File: config.mk
export PLATFORM = sky130hd
export DESIGN_NAME = tslm_table_unit
export DESIGN_NICKNAME = d
export VERILOG_FILES = /design/src/rtl/tslm_pkg.sv /design/src/rtl/tslm_table_unit.sv
export SDC_FILE = /design/constraint.sdc
export NUM_CORES = 1
export LEC_CHECK = 0
export BUFFER_PORTS_ARGS = -buffer_cell sky130_fd_sc_hd__buf_4
export CORE_MARGIN = 1.5
export CORE_UTILIZATION = 29
export DETAILED_ROUTE_END_ITERATION = 16
export GPL_ROUTABILITY_DRIVEN = 0
export SLEW_MARGIN = 30
export SYNTH_ARGS = -nofsm -noshare
export SYNTH_HDL_FRONTEND = slang
export SYNTH_SLANG_ARGS = --single-unit
File: constraint.sdc
create_clock -name mclk -period 8.9 [get_ports mclk]
set_clock_uncertainty 0.2 [all_clocks]
set_input_delay 1.78 -clock mclk [delete_from_list [all_inputs] [get_ports mclk]]
set_output_delay 1.78 -clock mclk [all_outputs]
set_load 0.01 [all_outputs]
File: src/rtl/tslm_pkg.sv
// constants and types for the table shift / logical copy unit
package tslm_pkg;

  // table word and parameter widths
  localparam int unsigned WORD_W = 16;
  localparam int unsigned LEN_W  = 8;
  localparam int unsigned CNT_W  = 12;
  localparam int unsigned IDX_W  = 11;

  // register byte offsets
  localparam logic [7:0] OFS_CTRL    = 8'h00;
  localparam logic [7:0] OFS_LENGTH  = 8'h04;
  localparam logic [7:0] OFS_ACC     = 8'h08;
  localparam logic [7:0] OFS_OPERAND = 8'h0c;
  localparam logic [7:0] OFS_PATTERN = 8'h10;
  localparam logic [7:0] OFS_FLAGS   = 8'h14;
  localparam logic [7:0] OFS_IRQ_STS = 8'h18;
  localparam logic [7:0] OFS_IRQ_CLR = 8'h1c;
  localparam logic [7:0] OFS_IRQ_EN  = 8'h20;

  // field positions
  localparam int unsigned CTRL_START_BIT = 0;
  localparam int unsigned CTRL_OP_LSB    = 1;
  localparam int unsigned FLG_OVF_BIT    = 0;
  localparam int unsigned FLG_LAST_BIT   = 1;
  localparam int unsigned FLG_BUSY_BIT   = 2;
  localparam int unsigned IRQ_DONE_BIT   = 0;
  localparam int unsigned IRQ_OVF_BIT    = 1;

  // operation codes in the control register
  localparam logic [2:0] OP_SHL = 3'h0;
  localparam logic [2:0] OP_SHR = 3'h1;
  localparam logic [2:0] OP_AND = 3'h2;
  localparam logic [2:0] OP_OR  = 3'h3;
  localparam logic [2:0] OP_XOR = 3'h4;

  // reset values
  localparam logic [15:0] RST_WORD = 16'h0000;
  localparam logic [7:0]  RST_LEN  = 8'h00;
  localparam logic [2:0]  RST_OP   = 3'h0;
  localparam logic [1:0]  RST_IRQ  = 2'h0;

  // bus responses
  localparam logic [1:0] RESP_OKAY   = 2'h0;
  localparam logic [1:0] RESP_SLVERR = 2'h2;

  typedef enum logic [3:0] {
    S_IDLE, S_LB, S_LB_WAIT, S_LB_CAP, S_ISSUE, S_LO_WAIT, S_LO_CAP,
    S_HI_WAIT, S_HI_CAP, S_STEP, S_CP_ISS, S_CP_WAIT, S_CP_CAP, S_CP_STEP, S_DONE
  } tslm_state_e;

endpackage

File: src/rtl/tslm_table_unit.sv
// table shift and logical table copy unit with axi4-lite registers
//
// Notes on behaviour
// - shifted bits cross into neighbouring words
// - table ends drop bits, insert zeros
// - table length from stack level, 0..ff
// - source start address from accumulator, hex
// - shift operand read as octal bit count
// - words are sixteen bits, positions 0..17 octal
// - overflow flag when count exceeds table bits
// - last-bit-out flag when final dropped bit one
// - flags held only until next use
// - right shift: top word most significant
// - copy combines words with and/or/xor
// - copy destination from operand, same length
//
// Implementation choices: the placing of the registers and the AXI4-Lite slave port.
`timescale 1ns/100ps

module tslm_table_unit
  import tslm_pkg::*;
#(
  parameter int unsigned AXI_AW = 8
)
(
  // clock and reset
  input  wire logic                mclk,
  input  wire logic                rst,
  // axi4-lite write address
  input  wire logic [AXI_AW-1:0]   s_axi_awaddr,
  input  wire logic                s_axi_awvalid,
  output logic                     s_axi_awready,
  // axi4-lite write data
  input  wire logic [31:0]         s_axi_wdata,
  input  wire logic [3:0]          s_axi_wstrb,
  input  wire logic                s_axi_wvalid,
  output logic                     s_axi_wready,
  // axi4-lite write response
  output logic [1:0]               s_axi_bresp,
  output logic                     s_axi_bvalid,
  input  wire logic                s_axi_bready,
  // axi4-lite read address
  input  wire logic [AXI_AW-1:0]   s_axi_araddr,
  input  wire logic                s_axi_arvalid,
  output logic                     s_axi_arready,
  // axi4-lite read data
  output logic [31:0]              s_axi_rdata,
  output logic [1:0]               s_axi_rresp,
  output logic                     s_axi_rvalid,
  input  wire logic                s_axi_rready,
  // word memory, read data valid the cycle after mem_rd
  output logic [15:0]              mem_addr,
  output logic                     mem_rd,
  output logic                     mem_wr,
  output logic [WORD_W-1:0]        mem_wdata,
  input  wire logic [WORD_W-1:0]   mem_rdata,
  // interrupt
  output logic                     irq
);

  function automatic logic [15:0] strb16(input logic [15:0] old_v,
                                         input logic [31:0] d,
                                         input logic [3:0]  s);
    strb16 = {s[1] ? d[15:8] : old_v[15:8], s[0] ? d[7:0] : old_v[7:0]};
  endfunction

  function automatic logic is_mapped(input logic [AXI_AW-1:0] a);
    is_mapped = (a[7:0] == OFS_CTRL) || (a[7:0] == OFS_LENGTH) || (a[7:0] == OFS_ACC) ||
                (a[7:0] == OFS_OPERAND) || (a[7:0] == OFS_PATTERN) ||
                (a[7:0] == OFS_FLAGS) || (a[7:0] == OFS_IRQ_STS) ||
                (a[7:0] == OFS_IRQ_CLR) || (a[7:0] == OFS_IRQ_EN);
  endfunction

  // packed octal digits, one per nibble; the top bit of each nibble is ignored
  function automatic logic [CNT_W-1:0] oct2bin(input logic [15:0] v);
    oct2bin = {v[14:12], v[10:8], v[6:4], v[2:0]};
  endfunction

  function automatic logic in_tab(input logic signed [IDX_W-1:0] x,
                                  input logic [LEN_W-1:0]        l);
    in_tab = (x >= 0) && (x < $signed({3'b000, l}));
  endfunction

  // software registers
  logic [LEN_W-1:0]  len_reg;
  logic [15:0]       acc_reg;
  logic [15:0]       opnd_reg;
  logic [15:0]       pat_reg;
  logic [2:0]        op_reg;
  logic              ovf_reg;
  logic              last_reg;
  logic [1:0]        irq_sts_reg;
  logic [1:0]        irq_en_reg;

  // bus slave state
  logic              aw_hold_reg;
  logic [AXI_AW-1:0] aw_addr_reg;
  logic              w_hold_reg;
  logic [31:0]       w_data_reg;
  logic [3:0]        w_strb_reg;
  logic              bvalid_reg;
  logic [1:0]        bresp_reg;
  logic              rvalid_reg;
  logic [1:0]        rresp_reg;
  logic [31:0]       rdata_reg;

  // sequencer state
  tslm_state_e       state_reg;
  logic [2:0]        run_op_reg;
  logic [LEN_W-1:0]  run_len_reg;
  logic [15:0]       run_src_reg;
  logic [15:0]       run_dst_reg;
  logic [15:0]       run_pat_reg;
  logic [CNT_W-1:0]  run_cnt_reg;
  logic [LEN_W-1:0]  idx_reg;
  logic [WORD_W-1:0] lo_reg;
  logic [15:0]       mem_addr_reg;
  logic              mem_rd_reg;
  logic              mem_wr_reg;
  logic [WORD_W-1:0] mem_wdata_reg;

  logic              wr_go;
  logic [7:0]        wr_ofs;
  logic              start_req;
  logic              busy;
  logic              is_shift;
  logic              shr;
  logic [CNT_W-1:0]  cnt_new;
  logic [CNT_W-1:0]  total_new;
  logic [CNT_W-1:0]  total_run;
  logic [CNT_W-1:0]  lb_pos;
  logic signed [IDX_W-1:0] i_s;
  logic signed [IDX_W-1:0] q_s;
  logic signed [IDX_W-1:0] lo_idx;
  logic signed [IDX_W-1:0] hi_idx;
  logic [WORD_W-1:0] hi_word;
  logic [31:0]       pair_shr;
  logic [31:0]       pair_shl;
  logic [WORD_W-1:0] shift_word;
  logic [WORD_W-1:0] copy_word;
  logic              last_idx;
  logic              ev_done;
  logic              ev_ovf;
  logic [1:0]        irq_clr;

  assign wr_go     = aw_hold_reg && w_hold_reg;
  assign wr_ofs    = aw_addr_reg[7:0];
  assign busy      = (state_reg != S_IDLE);
  assign start_req = wr_go && (wr_ofs == OFS_CTRL) && w_strb_reg[0] &&
                     w_data_reg[CTRL_START_BIT] && !busy;
  assign irq_clr   = (wr_go && (wr_ofs == OFS_IRQ_CLR) && w_strb_reg[0]) ? w_data_reg[1:0] : 2'h0;

  // start operands come straight from the registers being latched
  assign is_shift  = (op_reg == OP_SHL) || (op_reg == OP_SHR);
  assign cnt_new   = oct2bin(opnd_reg);
  assign total_new = {len_reg, 4'h0};

  assign shr       = (run_op_reg == OP_SHR);
  assign total_run = {run_len_reg, 4'h0};
  assign lb_pos    = shr ? (run_cnt_reg - 12'h001) : (total_run - run_cnt_reg);
  assign i_s       = $signed({3'b000, idx_reg});
  assign q_s       = $signed({3'b000, run_cnt_reg[11:4]});
  assign lo_idx    = shr ? (i_s + q_s) : (i_s - q_s - 11'sd1);
  assign hi_idx    = lo_idx + 11'sd1;
  assign hi_word   = in_tab(hi_idx, run_len_reg) ? mem_rdata : RST_WORD;
  assign pair_shr  = {hi_word, lo_reg} >> run_cnt_reg[3:0];
  assign pair_shl  = {hi_word, lo_reg} << run_cnt_reg[3:0];
  assign shift_word = shr ? pair_shr[15:0] : pair_shl[31:16];
  assign last_idx  = shr ? (idx_reg == run_len_reg - 8'h01) : (idx_reg == 8'h00);

  always_comb
  begin
    case (run_op_reg)
      OP_AND:  copy_word = mem_rdata & run_pat_reg;
      OP_OR:   copy_word = mem_rdata | run_pat_reg;
      OP_XOR:  copy_word = mem_rdata ^ run_pat_reg;
      default: copy_word = mem_rdata;
    endcase
  end

  // axi4-lite write path: address and data taken independently
  assign s_axi_awready = !aw_hold_reg && !bvalid_reg;
  assign s_axi_wready  = !w_hold_reg && !bvalid_reg;
  assign s_axi_bvalid  = bvalid_reg;
  assign s_axi_bresp   = bresp_reg;

  always_ff @(posedge mclk)
  begin
    if (rst)
    begin
      aw_hold_reg <= 1'b0;
      aw_addr_reg <= '0;
      w_hold_reg  <= 1'b0;
      w_data_reg  <= 32'h0000_0000;
      w_strb_reg  <= 4'h0;
      bvalid_reg  <= 1'b0;
      bresp_reg   <= RESP_OKAY;
    end
    else
    begin
      if (s_axi_awvalid && s_axi_awready)
      begin
        aw_hold_reg <= 1'b1;
        aw_addr_reg <= s_axi_awaddr;
      end
      if (s_axi_wvalid && s_axi_wready)
      begin
        w_hold_reg <= 1'b1;
        w_data_reg <= s_axi_wdata;
        w_strb_reg <= s_axi_wstrb;
      end
      if (wr_go)
      begin
        aw_hold_reg <= 1'b0;
        w_hold_reg  <= 1'b0;
        bvalid_reg  <= 1'b1;
        bresp_reg   <= is_mapped(aw_addr_reg) ? RESP_OKAY : RESP_SLVERR;
      end
      else if (bvalid_reg && s_axi_bready)
        bvalid_reg <= 1'b0;
    end
  end

  // register writes; parameters are ignored while a run is busy
  always_ff @(posedge mclk)
  begin
    if (rst)
    begin
      len_reg    <= RST_LEN;
      acc_reg    <= RST_WORD;
      opnd_reg   <= RST_WORD;
      pat_reg    <= RST_WORD;
      op_reg     <= RST_OP;
      irq_en_reg <= RST_IRQ;
    end
    else if (wr_go && !busy)
    begin
      case (wr_ofs)
        OFS_CTRL:    if (w_strb_reg[0]) op_reg <= w_data_reg[CTRL_OP_LSB +: 3];
        OFS_LENGTH:  if (w_strb_reg[0]) len_reg <= w_data_reg[7:0];
        OFS_ACC:     acc_reg <= strb16(acc_reg, w_data_reg, w_strb_reg);
        OFS_OPERAND: opnd_reg <= strb16(opnd_reg, w_data_reg, w_strb_reg);
        OFS_PATTERN: pat_reg <= strb16(pat_reg, w_data_reg, w_strb_reg);
        OFS_IRQ_EN:  if (w_strb_reg[0]) irq_en_reg <= w_data_reg[1:0];
        default:     ;
      endcase
    end
  end

  // axi4-lite read path, answer one cycle after the address is taken
  assign s_axi_arready = !rvalid_reg;
  assign s_axi_rvalid  = rvalid_reg;
  assign s_axi_rresp   = rresp_reg;
  assign s_axi_rdata   = rdata_reg;

  always_ff @(posedge mclk)
  begin
    if (rst)
    begin
      rvalid_reg <= 1'b0;
      rresp_reg  <= RESP_OKAY;
      rdata_reg  <= 32'h0000_0000;
    end
    else if (s_axi_arvalid && s_axi_arready)
    begin
      rvalid_reg <= 1'b1;
      rresp_reg  <= is_mapped(s_axi_araddr) ? RESP_OKAY : RESP_SLVERR;
      case (s_axi_araddr[7:0])
        OFS_CTRL:    rdata_reg <= {28'h0000000, op_reg, 1'b0};
        OFS_LENGTH:  rdata_reg <= {24'h000000, len_reg};
        OFS_ACC:     rdata_reg <= {16'h0000, acc_reg};
        OFS_OPERAND: rdata_reg <= {16'h0000, opnd_reg};
        OFS_PATTERN: rdata_reg <= {16'h0000, pat_reg};
        OFS_FLAGS:   rdata_reg <= {29'h00000000, busy, last_reg, ovf_reg};
        OFS_IRQ_STS: rdata_reg <= {30'h00000000, irq_sts_reg};
        OFS_IRQ_EN:  rdata_reg <= {30'h00000000, irq_en_reg};
        default:     rdata_reg <= 32'h0000_0000;
      endcase
    end
    else if (rvalid_reg && s_axi_rready)
      rvalid_reg <= 1'b0;
  end

  // sticky interrupt status; a new event wins over a clear in the same cycle
  assign ev_done = (state_reg == S_DONE);
  assign ev_ovf  = ev_done && ovf_reg;
  assign irq     = |(irq_sts_reg & irq_en_reg);

  always_ff @(posedge mclk)
  begin
    if (rst)
      irq_sts_reg <= RST_IRQ;
    else
      irq_sts_reg <= (irq_sts_reg & ~irq_clr) | {ev_ovf, ev_done};
  end

  // memory port from flops
  assign mem_addr  = mem_addr_reg;
  assign mem_rd    = mem_rd_reg;
  assign mem_wr    = mem_wr_reg;
  assign mem_wdata = mem_wdata_reg;

  // sequencer; right shift walks upward, left shift downward, so every
  // word is read before it is overwritten in place
  always_ff @(posedge mclk)
  begin
    if (rst)
    begin
      state_reg     <= S_IDLE;
      run_op_reg    <= RST_OP;
      run_len_reg   <= RST_LEN;
      run_src_reg   <= RST_WORD;
      run_dst_reg   <= RST_WORD;
      run_pat_reg   <= RST_WORD;
      run_cnt_reg   <= '0;
      idx_reg       <= '0;
      lo_reg        <= RST_WORD;
      ovf_reg       <= 1'b0;
      last_reg      <= 1'b0;
      mem_addr_reg  <= RST_WORD;
      mem_rd_reg    <= 1'b0;
      mem_wr_reg    <= 1'b0;
      mem_wdata_reg <= RST_WORD;
    end
    else
    begin
      mem_rd_reg <= 1'b0;
      mem_wr_reg <= 1'b0;
      case (state_reg)
        S_IDLE:
          if (start_req && (is_shift || op_reg == OP_AND || op_reg == OP_OR ||
                            op_reg == OP_XOR))
          begin
            run_op_reg  <= op_reg;
            run_len_reg <= len_reg;
            run_src_reg <= acc_reg;
            run_dst_reg <= opnd_reg;
            run_pat_reg <= pat_reg;
            run_cnt_reg <= cnt_new;
            idx_reg     <= (op_reg == OP_SHL) ? (len_reg - 8'h01) : 8'h00;
            if (is_shift)
            begin
              ovf_reg  <= (cnt_new > total_new);
              last_reg <= 1'b0;
            end
            if (len_reg == 8'h00 || (is_shift && cnt_new == 12'h000))
              state_reg <= S_DONE;
            else if (!is_shift)
              state_reg <= S_CP_ISS;
            else if (cnt_new > total_new)
              state_reg <= S_ISSUE;
            else
              state_reg <= S_LB;
          end
        S_LB:
        begin
          mem_rd_reg   <= 1'b1;
          mem_addr_reg <= run_src_reg + {8'h00, lb_pos[11:4]};
          state_reg    <= S_LB_WAIT;
        end
        S_LB_WAIT:
          state_reg <= S_LB_CAP;
        S_LB_CAP:
        begin
          last_reg  <= mem_rdata[lb_pos[3:0]];
          state_reg <= S_ISSUE;
        end
        S_ISSUE:
        begin
          mem_rd_reg   <= in_tab(lo_idx, run_len_reg);
          mem_addr_reg <= run_src_reg + {5'h00, lo_idx};
          state_reg    <= S_LO_WAIT;
        end
        S_LO_WAIT:
          state_reg <= S_LO_CAP;
        S_LO_CAP:
        begin
          lo_reg       <= in_tab(lo_idx, run_len_reg) ? mem_rdata : RST_WORD;
          mem_rd_reg   <= in_tab(hi_idx, run_len_reg);
          mem_addr_reg <= run_src_reg + {5'h00, hi_idx};
          state_reg    <= S_HI_WAIT;
        end
        S_HI_WAIT:
          state_reg <= S_HI_CAP;
        S_HI_CAP:
        begin
          mem_wr_reg    <= 1'b1;
          mem_addr_reg  <= run_src_reg + {8'h00, idx_reg};
          mem_wdata_reg <= shift_word;
          state_reg     <= S_STEP;
        end
        S_STEP:
          if (last_idx)
            state_reg <= S_DONE;
          else
          begin
            idx_reg   <= shr ? (idx_reg + 8'h01) : (idx_reg - 8'h01);
            state_reg <= S_ISSUE;
          end
        S_CP_ISS:
        begin
          mem_rd_reg   <= 1'b1;
          mem_addr_reg <= run_src_reg + {8'h00, idx_reg};
          state_reg    <= S_CP_WAIT;
        end
        S_CP_WAIT:
          state_reg <= S_CP_CAP;
        S_CP_CAP:
        begin
          mem_wr_reg    <= 1'b1;
          mem_addr_reg  <= run_dst_reg + {8'h00, idx_reg};
          mem_wdata_reg <= copy_word;
          state_reg     <= S_CP_STEP;
        end
        S_CP_STEP:
          if (idx_reg == run_len_reg - 8'h01)
            state_reg <= S_DONE;
          else
          begin
            idx_reg   <= idx_reg + 8'h01;
            state_reg <= S_CP_ISS;
          end
        S_DONE:
          state_reg <= S_IDLE;
        default:
          state_reg <= S_IDLE;
      endcase
    end
  end

endmodule // tslm_table_unit
==> impl_metrics.csv, run 1 <==
group,metric,value,unit
run_status,status,"complete, no violations",
clock_tree,cts_made_buffers,27,
synthesis,synth_cells,2361,
routing,wirelength,58600,um
critical_path,startpoint_type,"flop",
synthesis,ys.flop_type,"dfxtp_1",
flow_run,drv_cap,0,
clock_tree,cts.clk_slew.worst_paths,60,ps
timing,whs,252,ps
critical_path,rr_endpoint,"mem_wdata[3]$_SDFFE_PP0P_",
synthesis,ys_ff_latch,234,
timing,clock.fmax,0.163,GHz
finish,num-nets-final,2551,
synthesis,ys_warn_count,0,
routing,via_per_inst,5.31,
critical_path,rrSetupSlack,2760,ps
finish,final_common_cell,"nand2_1",
finish,syn_to_final_growth,13.1,%
timing,worstMarginPinSlew,975,ps
critical_path,cpMostUsedCell,"inv_1",
critical_path,slowest_stage,"a2111oi_0",
timing,finalSetupViolCount,0,
finish,fillers,6392,
clock_tree,cts_root_buffer,"clkbuf_16",
grt,grt_max_degree,200,
grt,grt-ovfl-total,0,
grt,grt_pass1_wl,90800,um
routing,remaining_drc_errors,0,
floorplan,start_util,0.294,
clock_tree,cts_htree_levels,1,
floorplan,boundaryPins,151,
clock_tree,cts_sinks,234,
power_and_ir_drop,power_per_cell_area,187,nW/um^2
timing,hold_violations,0,
critical_path,arrival,6420,ps
finish,drive_above_1_share,0.104,
min_path,hold_class,"reg -> reg",
synthesis,postSynthAreaPerCell,7.34,um^2
critical_path,cp-end-kind,"flop",
synthesis,synth_edf_count,0,
clock_tree,clock_latency,570,ps
critical_path,path_class,"reg -> reg",
routing,vias,16800,
floorplan,core,59000,um^2
synthesis,ys_seq_area_frac,0.270,
power_and_ir_drop,vdd_drop_max,183,uV
critical_path,crit_chain,"inv_1, ha_1, inv_1, fa_1, inv_1, ha_1, nand3_1, mux2_2, a211oi_1, xor2_1, o21a_1, inv_1, and2_1, xnor2_1, ha_1, a21oi_1, o21a_1, a21bo_2, o31a_1, a2111oi_0, a21oi_1, o31ai_1",
synthesis,ys_types,91,
grt,grt_antenna_before_repair,0,
critical_path,crit_family,"compound AO/OA/AOI/OAI gates",
floorplan,die_h,247,um
timing,min_period_over_period,0.690,
placed_design,portBuffers,114,
timing,slew_headroom,0.350,
routing,drtIter0Drc,1731,
min_path,min_to,"run_dst_reg[11]$_SDFFE_PP0P_",
routing,ant_nets,0,
critical_path,worst-path-buf-inv,4,
critical_path,path_max_fanout,20,
finish,multiInputGateArea,11600,um^2
timing,period_needed,6140,ps
timing,rsz0062_at_grt,"no",
synthesis,netlist_area,17300,um^2
power_and_ir_drop,leakage,0.00747,uW
clock_tree,post_cts_buffers,0,
timing,setup_tns,0,ps
critical_path,regToRegStartpoint,"idx_reg[0]$_SDFFE_PP0P_",
floorplan,num_rows,89,
critical_path,cp.required,9180,ps
finish,layout_common_cells,"354 x nand2_1, 290 x nor2_1, 249 x a21oi_1",
finish,antenna_cells,0,
finish,ff_latch_area,4690,um^2
min_path,min_from,"run_dst_reg[11]$_SDFFE_PP0P_",
clock_tree,ctsResizeCount,0,
clock_tree,clock_path_buffers,3,
routing,routedWlPerCell,18.5,um
critical_path,reg2regPathDepth,22,
critical_path,slowest_delay,640,ps
min_path,hold_path_depth,2,
grt,track_usage,0.187,
critical_path,path_depth,22,
placed_design,dpl.hpwl,42600,um
timing,drv_slew,0,
clock_tree,tritoncts,"built",
routing,dr.pass1.iters,6,
grt,grt_pass1_vias,15800,
floorplan,fp.dieArea,61200,um^2
clock_tree,hold_buffers,0,
floorplan,die_x,247,um
synthesis,synth-async-reset-ratio,0,
[layout make-up]
class | count | area share
Tap cell | 773 | 0.0493
Inverter | 97 | 0.0186
Clock buffer | 37 | 0.0400
Timing Repair Buffer | 139 | 0.0541
Sequential cell | 234 | 0.239
Clock inverter | 12 | 0.00613
Multi-Input combinational cell | 1869 | 0.593
[worst reg2reg max path, stage by stage, from the launching register on]
cell       delay [ps]
dfxtp_1           540
inv_1             230
ha_1              240
inv_1              70
fa_1              400
inv_1              90
ha_1              220
nand3_1            90
mux2_2            320
a211oi_1          420
xor2_1            190
o21a_1            290
inv_1             100
and2_1            170
xnor2_1           130
ha_1              300
a21oi_1           130
o21a_1            200
a21bo_2           400
o31a_1            340
a2111oi_0         640
a21oi_1           140
o31ai_1           220
[worst max path at each step]
stage	endpoint	from	slack, ps
final	mem_wdata[3]$_SDFFE_PP0P_	idx_reg[0]$_SDFFE_PP0P_	2760
after global routing	mem_wdata[3]$_SDFFE_PP0P_	idx_reg[0]$_SDFFE_PP0P_	2300
after CTS	mem_wdata[3]$_SDFFE_PP0P_	idx_reg[0]$_SDFFE_PP0P_	2800
after detailed placement	mem_wdata[3]$_SDFFE_PP0P_	idx_reg[0]$_SDFFE_PP0P_	2860
after global placement	mem_wdata[3]$_SDFFE_PP0P_	idx_reg[0]$_SDFFE_PP0P_	2870
after floorplan	mem_wdata[4]$_SDFFE_PP0P_	run_op_reg[0]$_SDFFE_PP0P_	3770
[synth_stat cells, drive strengths merged (17+ instances only)]
cell type / count / share of area
clkbuf: 126 / 0.027
buf: 52 / 0.017
o211ai: 30 / 0.013
nand2: 355 / 0.077
xor2: 27 / 0.014
o21ai: 127 / 0.037
inv: 96 / 0.021
a311oi: 18 / 0.0095
ha: 104 / 0.075
nor4: 17 / 0.0070
nor2: 290 / 0.063
xnor2: 68 / 0.034
o22ai: 18 / 0.0065
nor3: 59 / 0.017
dfxtp: 234 / 0.27
a211oi: 28 / 0.013
a21oi: 252 / 0.073
nand2b: 29 / 0.010
a31oi: 21 / 0.0076
nand3: 46 / 0.014
mux2i: 102 / 0.059
[stage by stage]
stage | area (um^2) | utilization | cells | total power [uW] | setup WS [ps]
after global routing | 19600 | 0.332 | 3161 | 3850 | 2300
after global placement | 18700 | 0.317 | 3112 | 2520 | 2870
after CTS | 19600 | 0.332 | 3161 | 3670 | 2800
after floorplan | 17400 | - | 2378 | 2110 | 3770
after detailed placement | 18700 | 0.317 | 3112 | 2530 | 2860
final | 19600 | 0.332 | 3161 | 3660 | 2760
[report_power, final]
part | switching (uW) | internal (uW)
clock | 487 | 650
sequential | 58.9 | 1110
combinational | 863 | 490
total | 1410 | 2250
[metal layers]
metal,track usage,wire (um),vias to the layer above,part of all wire
met5,0,0,-,0
met4,0.0861,2650,0,0.045
met3,0.0274,3790,127,0.065
met2,0.297,26100,593,0.44
met1,0.249,26100,7742,0.45
li1,-,-,8310,-
[kinds of logic (layout without fill, tap and decap cells)]
logic type	count (synthesis)	in the layout	synth area share
AO/OA/AOI/OAI	641	641	0.234
XOR/XNOR	95	95	0.0485
adder cells (fa/ha/maj)	108	108	0.0797
buffers and inverters	275	285	0.0656
flip-flops	234	234	0.270
multiplexers	121	121	0.0786
other	1	18	0.000216
AND/OR/NAND/NOR	886	886	0.223
(Power assumes the default switching activity.)
==> run 2, diff against run 1 <==
==> constraint.sdc (replaced) <==
create_clock -name mclk -period 5.5 [get_ports mclk]
set_clock_uncertainty 0.2 [all_clocks]
set_input_delay 1.1 -clock mclk [delete_from_list [all_inputs] [get_ports mclk]]
set_output_delay 1.1 -clock mclk [all_outputs]
set_load 0.01 [all_outputs]
==> run 2 against run 1 <==
Critical path type unchanged; core utilization increased by 0.99 points; critical endpoint is now mem_wdata[4]$_SDFFE_PP0P_; sequential share of layout area decreased by 0.69 points; sequential cell count unchanged; non-clock buffer count increased by 56; cell count increased by 1.7%; die area unchanged; combinational power increased by 82%; clock power increased by 61%; setup slack got worse by 2600 ps; count of clock-buffer cells in the layout decreased by 5; via count increased by 2.1%.
==> impl_metrics.csv, run 2 (same netlist as run 1, synthesis figures left out) <==
group,metric,value,unit
grt,grt-ovfl-total,0,
placed_design,dpl.hpwl,44700,um
power_and_ir_drop,power_per_cell_area,307,nW/um^2
critical_path,startpoint_type,"flop",
clock_tree,cts_sinks,234,
critical_path,rrSetupSlack,200,ps
placed_design,post-place-ws,41.0,ps
grt,grt_pass1_vias,15800,
power_and_ir_drop,vdd_drop_max,214,uV
power_and_ir_drop,finalPower,6200,uW
clock_tree,cts_made_buffers,26,
grt,grt_max_degree,97,
routing,dr.pass1.iters,6,
floorplan,num_rows,89,
timing,clock.fmax,0.189,GHz
finish,fillers,6346,
critical_path,path_class,"reg -> reg",
min_path,hold_class,"reg -> reg",
finish,syn_to_final_growth,16.5,%
grt,track_usage,0.191,
clock_tree,cts_root_buffer,"clkbuf_16",
finish,drive_above_1_share,0.137,
floorplan,start_util,0.294,
floorplan,fp.dieArea,61200,um^2
timing,slew_headroom,0.382,
timing,hold_violations,0,
routing,ant_nets,0,
routing,wirelength,59900,um
routing,vias,17100,
min_path,hold_path_depth,2,
timing,rsz0062_at_grt,"yes",
finish,layout_common_cells,"352 x nand2_1, 288 x nor2_1, 246 x a21oi_1",
routing,remaining_drc_errors,0,
floorplan,core,59000,um^2
grt,grt_antenna_before_repair,0,
timing,finalSetupViolCount,0,
timing,min_period_over_period,0.964,
finish,final_area,20200,um^2
clock_tree,tritoncts,"built",
critical_path,cp-end-kind,"flop",
timing,setup_ws,197,ps
finish,final_common_cell,"nand2_1",
routing,routedWlPerCell,18.6,um
critical_path,reg2regPathDepth,23,
finish,antenna_cells,0,
run_status,status,"complete, no violations",
flow_run,drv_cap,0,
timing,setup_tns,0,ps
floorplan,die_x,247,um
finish,num-nets-final,2606,
timing,worstMarginPinSlew,924,ps
grt,grt_pass1_wl,92500,um
critical_path,arrival,5570,ps
routing,drtIter0Drc,1610,
min_path,min_from,"mem_addr[4]$_SDFFE_PP0P_",
critical_path,regToRegStartpoint,"idx_reg[0]$_SDFFE_PP0P_",
critical_path,crit_path_start,"idx_reg[0]$_SDFFE_PP0P_",
critical_path,cp.required,5770,ps
clock_tree,cts.clk_slew.worst_paths,60,ps
clock_tree,clock_path_buffers,3,
timing,drv_slew,0,
clock_tree,cts_htree_levels,1,
placed_design,placed_cell_area,19100,um^2
timing,period_needed,5300,ps
placed_design,portBuffers,114,
routing,via_per_inst,5.33,
power_and_ir_drop,leakage,0.00779,uW
critical_path,path_max_fanout,4,
finish,utilization,0.342,
floorplan,boundaryPins,151,
floorplan,die_h,247,um
clock_tree,clock_latency,580,ps
==> run 2: where the power goes <==
group	total (uW)	internal (uW)	switching [uW]
Combinational	2460	1010	1450
Sequential	1910	1800	115
Clock	1830	1040	788
==> run 2: metrics by stage <==
| step | hold slack, ps | cells |
|---|---|---|
| 3_5_place_dp | 250 | 3161 |
| 2_1_floorplan | 229 | 2378 |
| 5_1_grt | 276 | 3216 |
| 6_report | 253 | 3216 |
| 4_1_cts | 259 | 3209 |
| 3_3_place_gp | 240 | 3161 |
==> run 2: worst paths after layout <==
check	end
worst max-delay path	mem_wdata[4]$_SDFFE_PP0P_
worst max register to register	mem_wdata[4]$_SDFFE_PP0P_
worst min-delay path	mem_addr[4]$_SDFFE_PP0P_
worst min register to register	mem_addr[4]$_SDFFE_PP0P_
==> run 2: final cells by class <==
cell class | count | area, um^2 | area share
multi-input cells | 1869 | 11800 | 0.585
clock inverters | 16 | 164 | 0.00812
well taps | 773 | 967 | 0.0479
clock buffers | 32 | 723 | 0.0358
flip-flops and latches | 234 | 4690 | 0.232
repair buffers | 195 | 1470 | 0.0729
inverters | 97 | 364 | 0.0180
==> run 2: worst max-delay path, stage by stage, from the launching register on <==
cell and delay, ps:
dfxtp_2 320, inv_2 50, ha_2 170, inv_1 60, fa_2 550, inv_1 50, ha_2 200, xnor2_1 130
mux2i_2 210, xor2_2 190, a21boi_4 250, nand3_4 120, nor2_4 160, xnor2_2 120, ha_1 260, a21o_1 160
a21o_1 180, a21oi_2 120, o21a_1 230, a21boi_4 270, a21oi_1 120, or3_4 390, a221o_1 420, a311oi_2 280
==> run 2: what timing repair did <==
item	in CTS	in global routing
buffers inserted	0	7
resized for setup	0	43
hold buffers	0	0
setup endpoints to repair	0	21
==> run 2: layer usage <==
| layer | track usage | vias up | wire, um |
|---|---|---|---|
| met2 | 0.302 | 636 | 26900 |
| met4 | 0.0791 | 0 | 2470 |
| met1 | 0.263 | 7973 | 27000 |
| met3 | 0.0207 | 115 | 3600 |
| li1 | - | 8406 | - |
| met5 | 0 | - | 0 |
==> run 3, diff against run 2 <==
--- a/config.mk
+++ b/config.mk
@@ -5,6 +5,7 @@
 export SDC_FILE = /design/constraint.sdc
 export NUM_CORES = 1
 export LEC_CHECK = 0
+export ABC_AREA = 1
 export BUFFER_PORTS_ARGS = -buffer_cell sky130_fd_sc_hd__buf_4
 export CORE_MARGIN = 1.5
 export CORE_UTILIZATION = 29
==> run 3 against run 2 <==
Global-route usage down 0.13 points; routed wire length down 1.0%; count of clock-buffer cells in the layout up 5; core utilization down 0.50 points; critical path type unchanged; maximum frequency up 5.7%.
==> impl_metrics.csv, run 3 <==
group,metric,value,unit
grt,grtUsageMet2,0.315,
grt,top_usage_layer,"met2",
timing,clock.fmax,0.199,GHz
floorplan,die_x,247,um
routing,routedWlPerCell,17.3,um
power_and_ir_drop,power_per_cell_area,384,nW/um^2
floorplan,num_rows,89,
critical_path,path_class,"reg -> reg",
critical_path,rrSetupSlack,480,ps
routing,remaining_drc_errors,0,
critical_path,worst-path-buf-inv,5,
grt,met3_usage,0.0180,
routing,ant_nets,0,
synthesis,synth_edf_count,0,
finish,num-nets-final,2822,
grt,grt_pass1_wl,91600,um
placed_design,place_inst,3376,
synthesis,ys_seq_area_frac,0.271,
synthesis,yosysTopAreaCellShare,0.271,
critical_path,slowest_delay,460,ps
critical_path,cp-end-kind,"flop",
timing,worstMarginPinSlew,898,ps
finish,syn_to_final_growth,15.0,%
finish,antenna_cells,0,
critical_path,crit_family,"simple AND/OR/NAND/NOR gates",
timing,slew_headroom,0.400,
placed_design,dpl.hpwl,44400,um
critical_path,slowest_stage,"ha_1",
floorplan,fp.dieArea,61000,um^2
grt,grt_max_degree,90,
grt,grt-ovfl-total,0,
critical_path,cpMostUsedCell,"nand2_1",
floorplan,start_util,0.293,
synthesis,synth-async-reset-ratio,0,
timing,hold_violations,0,
flow_run,drv_cap,0,
run_status,status,"complete, no violations",
synthesis,netlist_area,17300,um^2
finish,final_common_cell,"nand2_1",
timing,period_needed,5020,ps
grt,grt_use_met1,0.253,
critical_path,startpoint_type,"flop",
routing,dr.pass1.iters,6,
routing,via_per_inst,5.15,
placed_design,portBuffers,114,
synthesis,ys.flop_type,"dfxtp_1",
power_and_ir_drop,leakage,0.00851,uW
power_and_ir_drop,finalPower,7620,uW
finish,drive_above_1_share,0.126,
clock_tree,clock_path_buffers,3,
clock_tree,cts_made_buffers,27,
synthesis,synthTopCellsByCount,"464 x nand2_1, 270 x nand3_1, 262 x inv_1",
routing,vias,17700,
grt,grt_pass1_vias,16300,
power_and_ir_drop,vdd_drop_max,377,uV
routing,drtIter0Drc,1481,
synthesis,yosysTopAreaCell,"dfxtp_1",
clock_tree,cts_sinks,234,
finish,fin_cells,3433,
clock_tree,cts_htree_levels,1,
floorplan,die_h,247,um
routing,wirelength,59300,um
critical_path,path_max_fanout,4,
timing,drv_slew,0,
floorplan,core,58900,um^2
clock_tree,cts.clk_slew.worst_paths,60,ps
grt,grt_antenna_before_repair,1,
finish,layout_common_cells,"463 x nand2_1, 268 x nand3_1, 260 x inv_1",
synthesis,postSynthAreaPerCell,6.69,um^2
clock_tree,cts_root_buffer,"clkbuf_16",
clock_tree,clock_latency,570,ps
critical_path,arrival,5260,ps
timing,finalSetupViolCount,0,
critical_path,cp.required,5750,ps
clock_tree,tritoncts,"built",
synthesis,synthTopCellsByArea,"dfxtp_1 27%, nand2_1 10%, nand3_1 7.8%, ha_1 7.5%, a21oi_1 7.2%",
synthesis,ys_ff_latch,234,
floorplan,boundaryPins,151,
timing,min_period_over_period,0.912,
synthesis,ys_types,64,
synthesis,yosysMostFrequentCell,"nand2_1",
synthesis,synth_cells,2581,
synthesis,ys_warn_count,0,
min_path,hold_class,"reg -> reg",
timing,setup_tns,0,ps
grt,track_usage,0.189,
run 3: through the flow:
| step | utilization | setup slack [ps] | hold WS [ps] | area, um^2 |
|---|---|---|---|---|
| floorplan | - | 727 | 220 | 17300 |
| global placement | 0.318 | 168 | 238 | 18800 |
| detailed placement | 0.319 | 178 | 239 | 18800 |
| CTS | 0.335 | 166 | 248 | 19700 |
| global route | 0.337 | -6.01 | 277 | 19900 |
| finish | 0.337 | 484 | 248 | 19900 |
run 3: worst paths after layout:
| path | from | to | depth (start not counted) |
|---|---|---|---|
| worst max-delay path | idx_reg[0]$_SDFFE_PP0P_ | mem_addr[14]$_SDFFE_PP0P_ | 29 |
| worst min-delay path | run_dst_reg[15]$_SDFFE_PP0P_ | run_dst_reg[15]$_SDFFE_PP0P_ | 2 |
| worst max register to register | idx_reg[0]$_SDFFE_PP0P_ | mem_addr[14]$_SDFFE_PP0P_ | 29 |
| worst min register to register | run_dst_reg[15]$_SDFFE_PP0P_ | run_dst_reg[15]$_SDFFE_PP0P_ | 2 |
run 3: where the power goes:
part	total [uW]	internal, uW	switching, uW
Combinational	3780	1280	2490
Clock	1930	1160	766
Sequential	1920	1820	93.3
Total	7620	4270	3350
run 3: kinds of logic (layout without fill, tap and decap cells):
logic type / count (synthesis) / after routing / synth area share
XOR/XNOR: 51 / 51 / 0.0270
AND/OR/NAND/NOR: 1084 / 1084 / 0.292
multiplexers: 2 / 2 / 0.00116
other: 1 / 18 / 0.000217
buffers and inverters: 439 / 501 / 0.106
AO/OA/AOI/OAI: 662 / 662 / 0.222
flip-flops: 234 / 234 / 0.271
adder cells (fa/ha/maj): 108 / 108 / 0.0800
run 3: layout make-up:
class,instances,area [um^2]
sequential,234,4690
multi-input combinational,1925,10900
inverter,284,1070
fill,6426,39100
clock inverter,13,181
tap,773,967
clock buffer,37,763
timing repair buffer,167,1290
run 3: timing repair:
item | 4_1_cts | 5_1_grt
hold buffers | 0 | 0
resized for setup | 0 | 18
setup endpoints to repair | 0 | 19
setup buffers | 0 | 6
run 3: worst min-delay path, delay by kind of cell, from the launching register on:
kind	cells	cell delay, ps
AO/OA/AOI/OAI	1	50
buffers and inverters	1	50
flip-flops	1	310
run 3: layer usage:
metal | vias to the layer above | routed length [um] | part of all wire
li1 | 8911 | - | -
met1 | 8093 | 26000 | 0.44
met2 | 544 | 27700 | 0.47
met3 | 119 | 3550 | 0.060
met4 | 2 | 2110 | 0.036
met5 | - | 10 | 0.00017
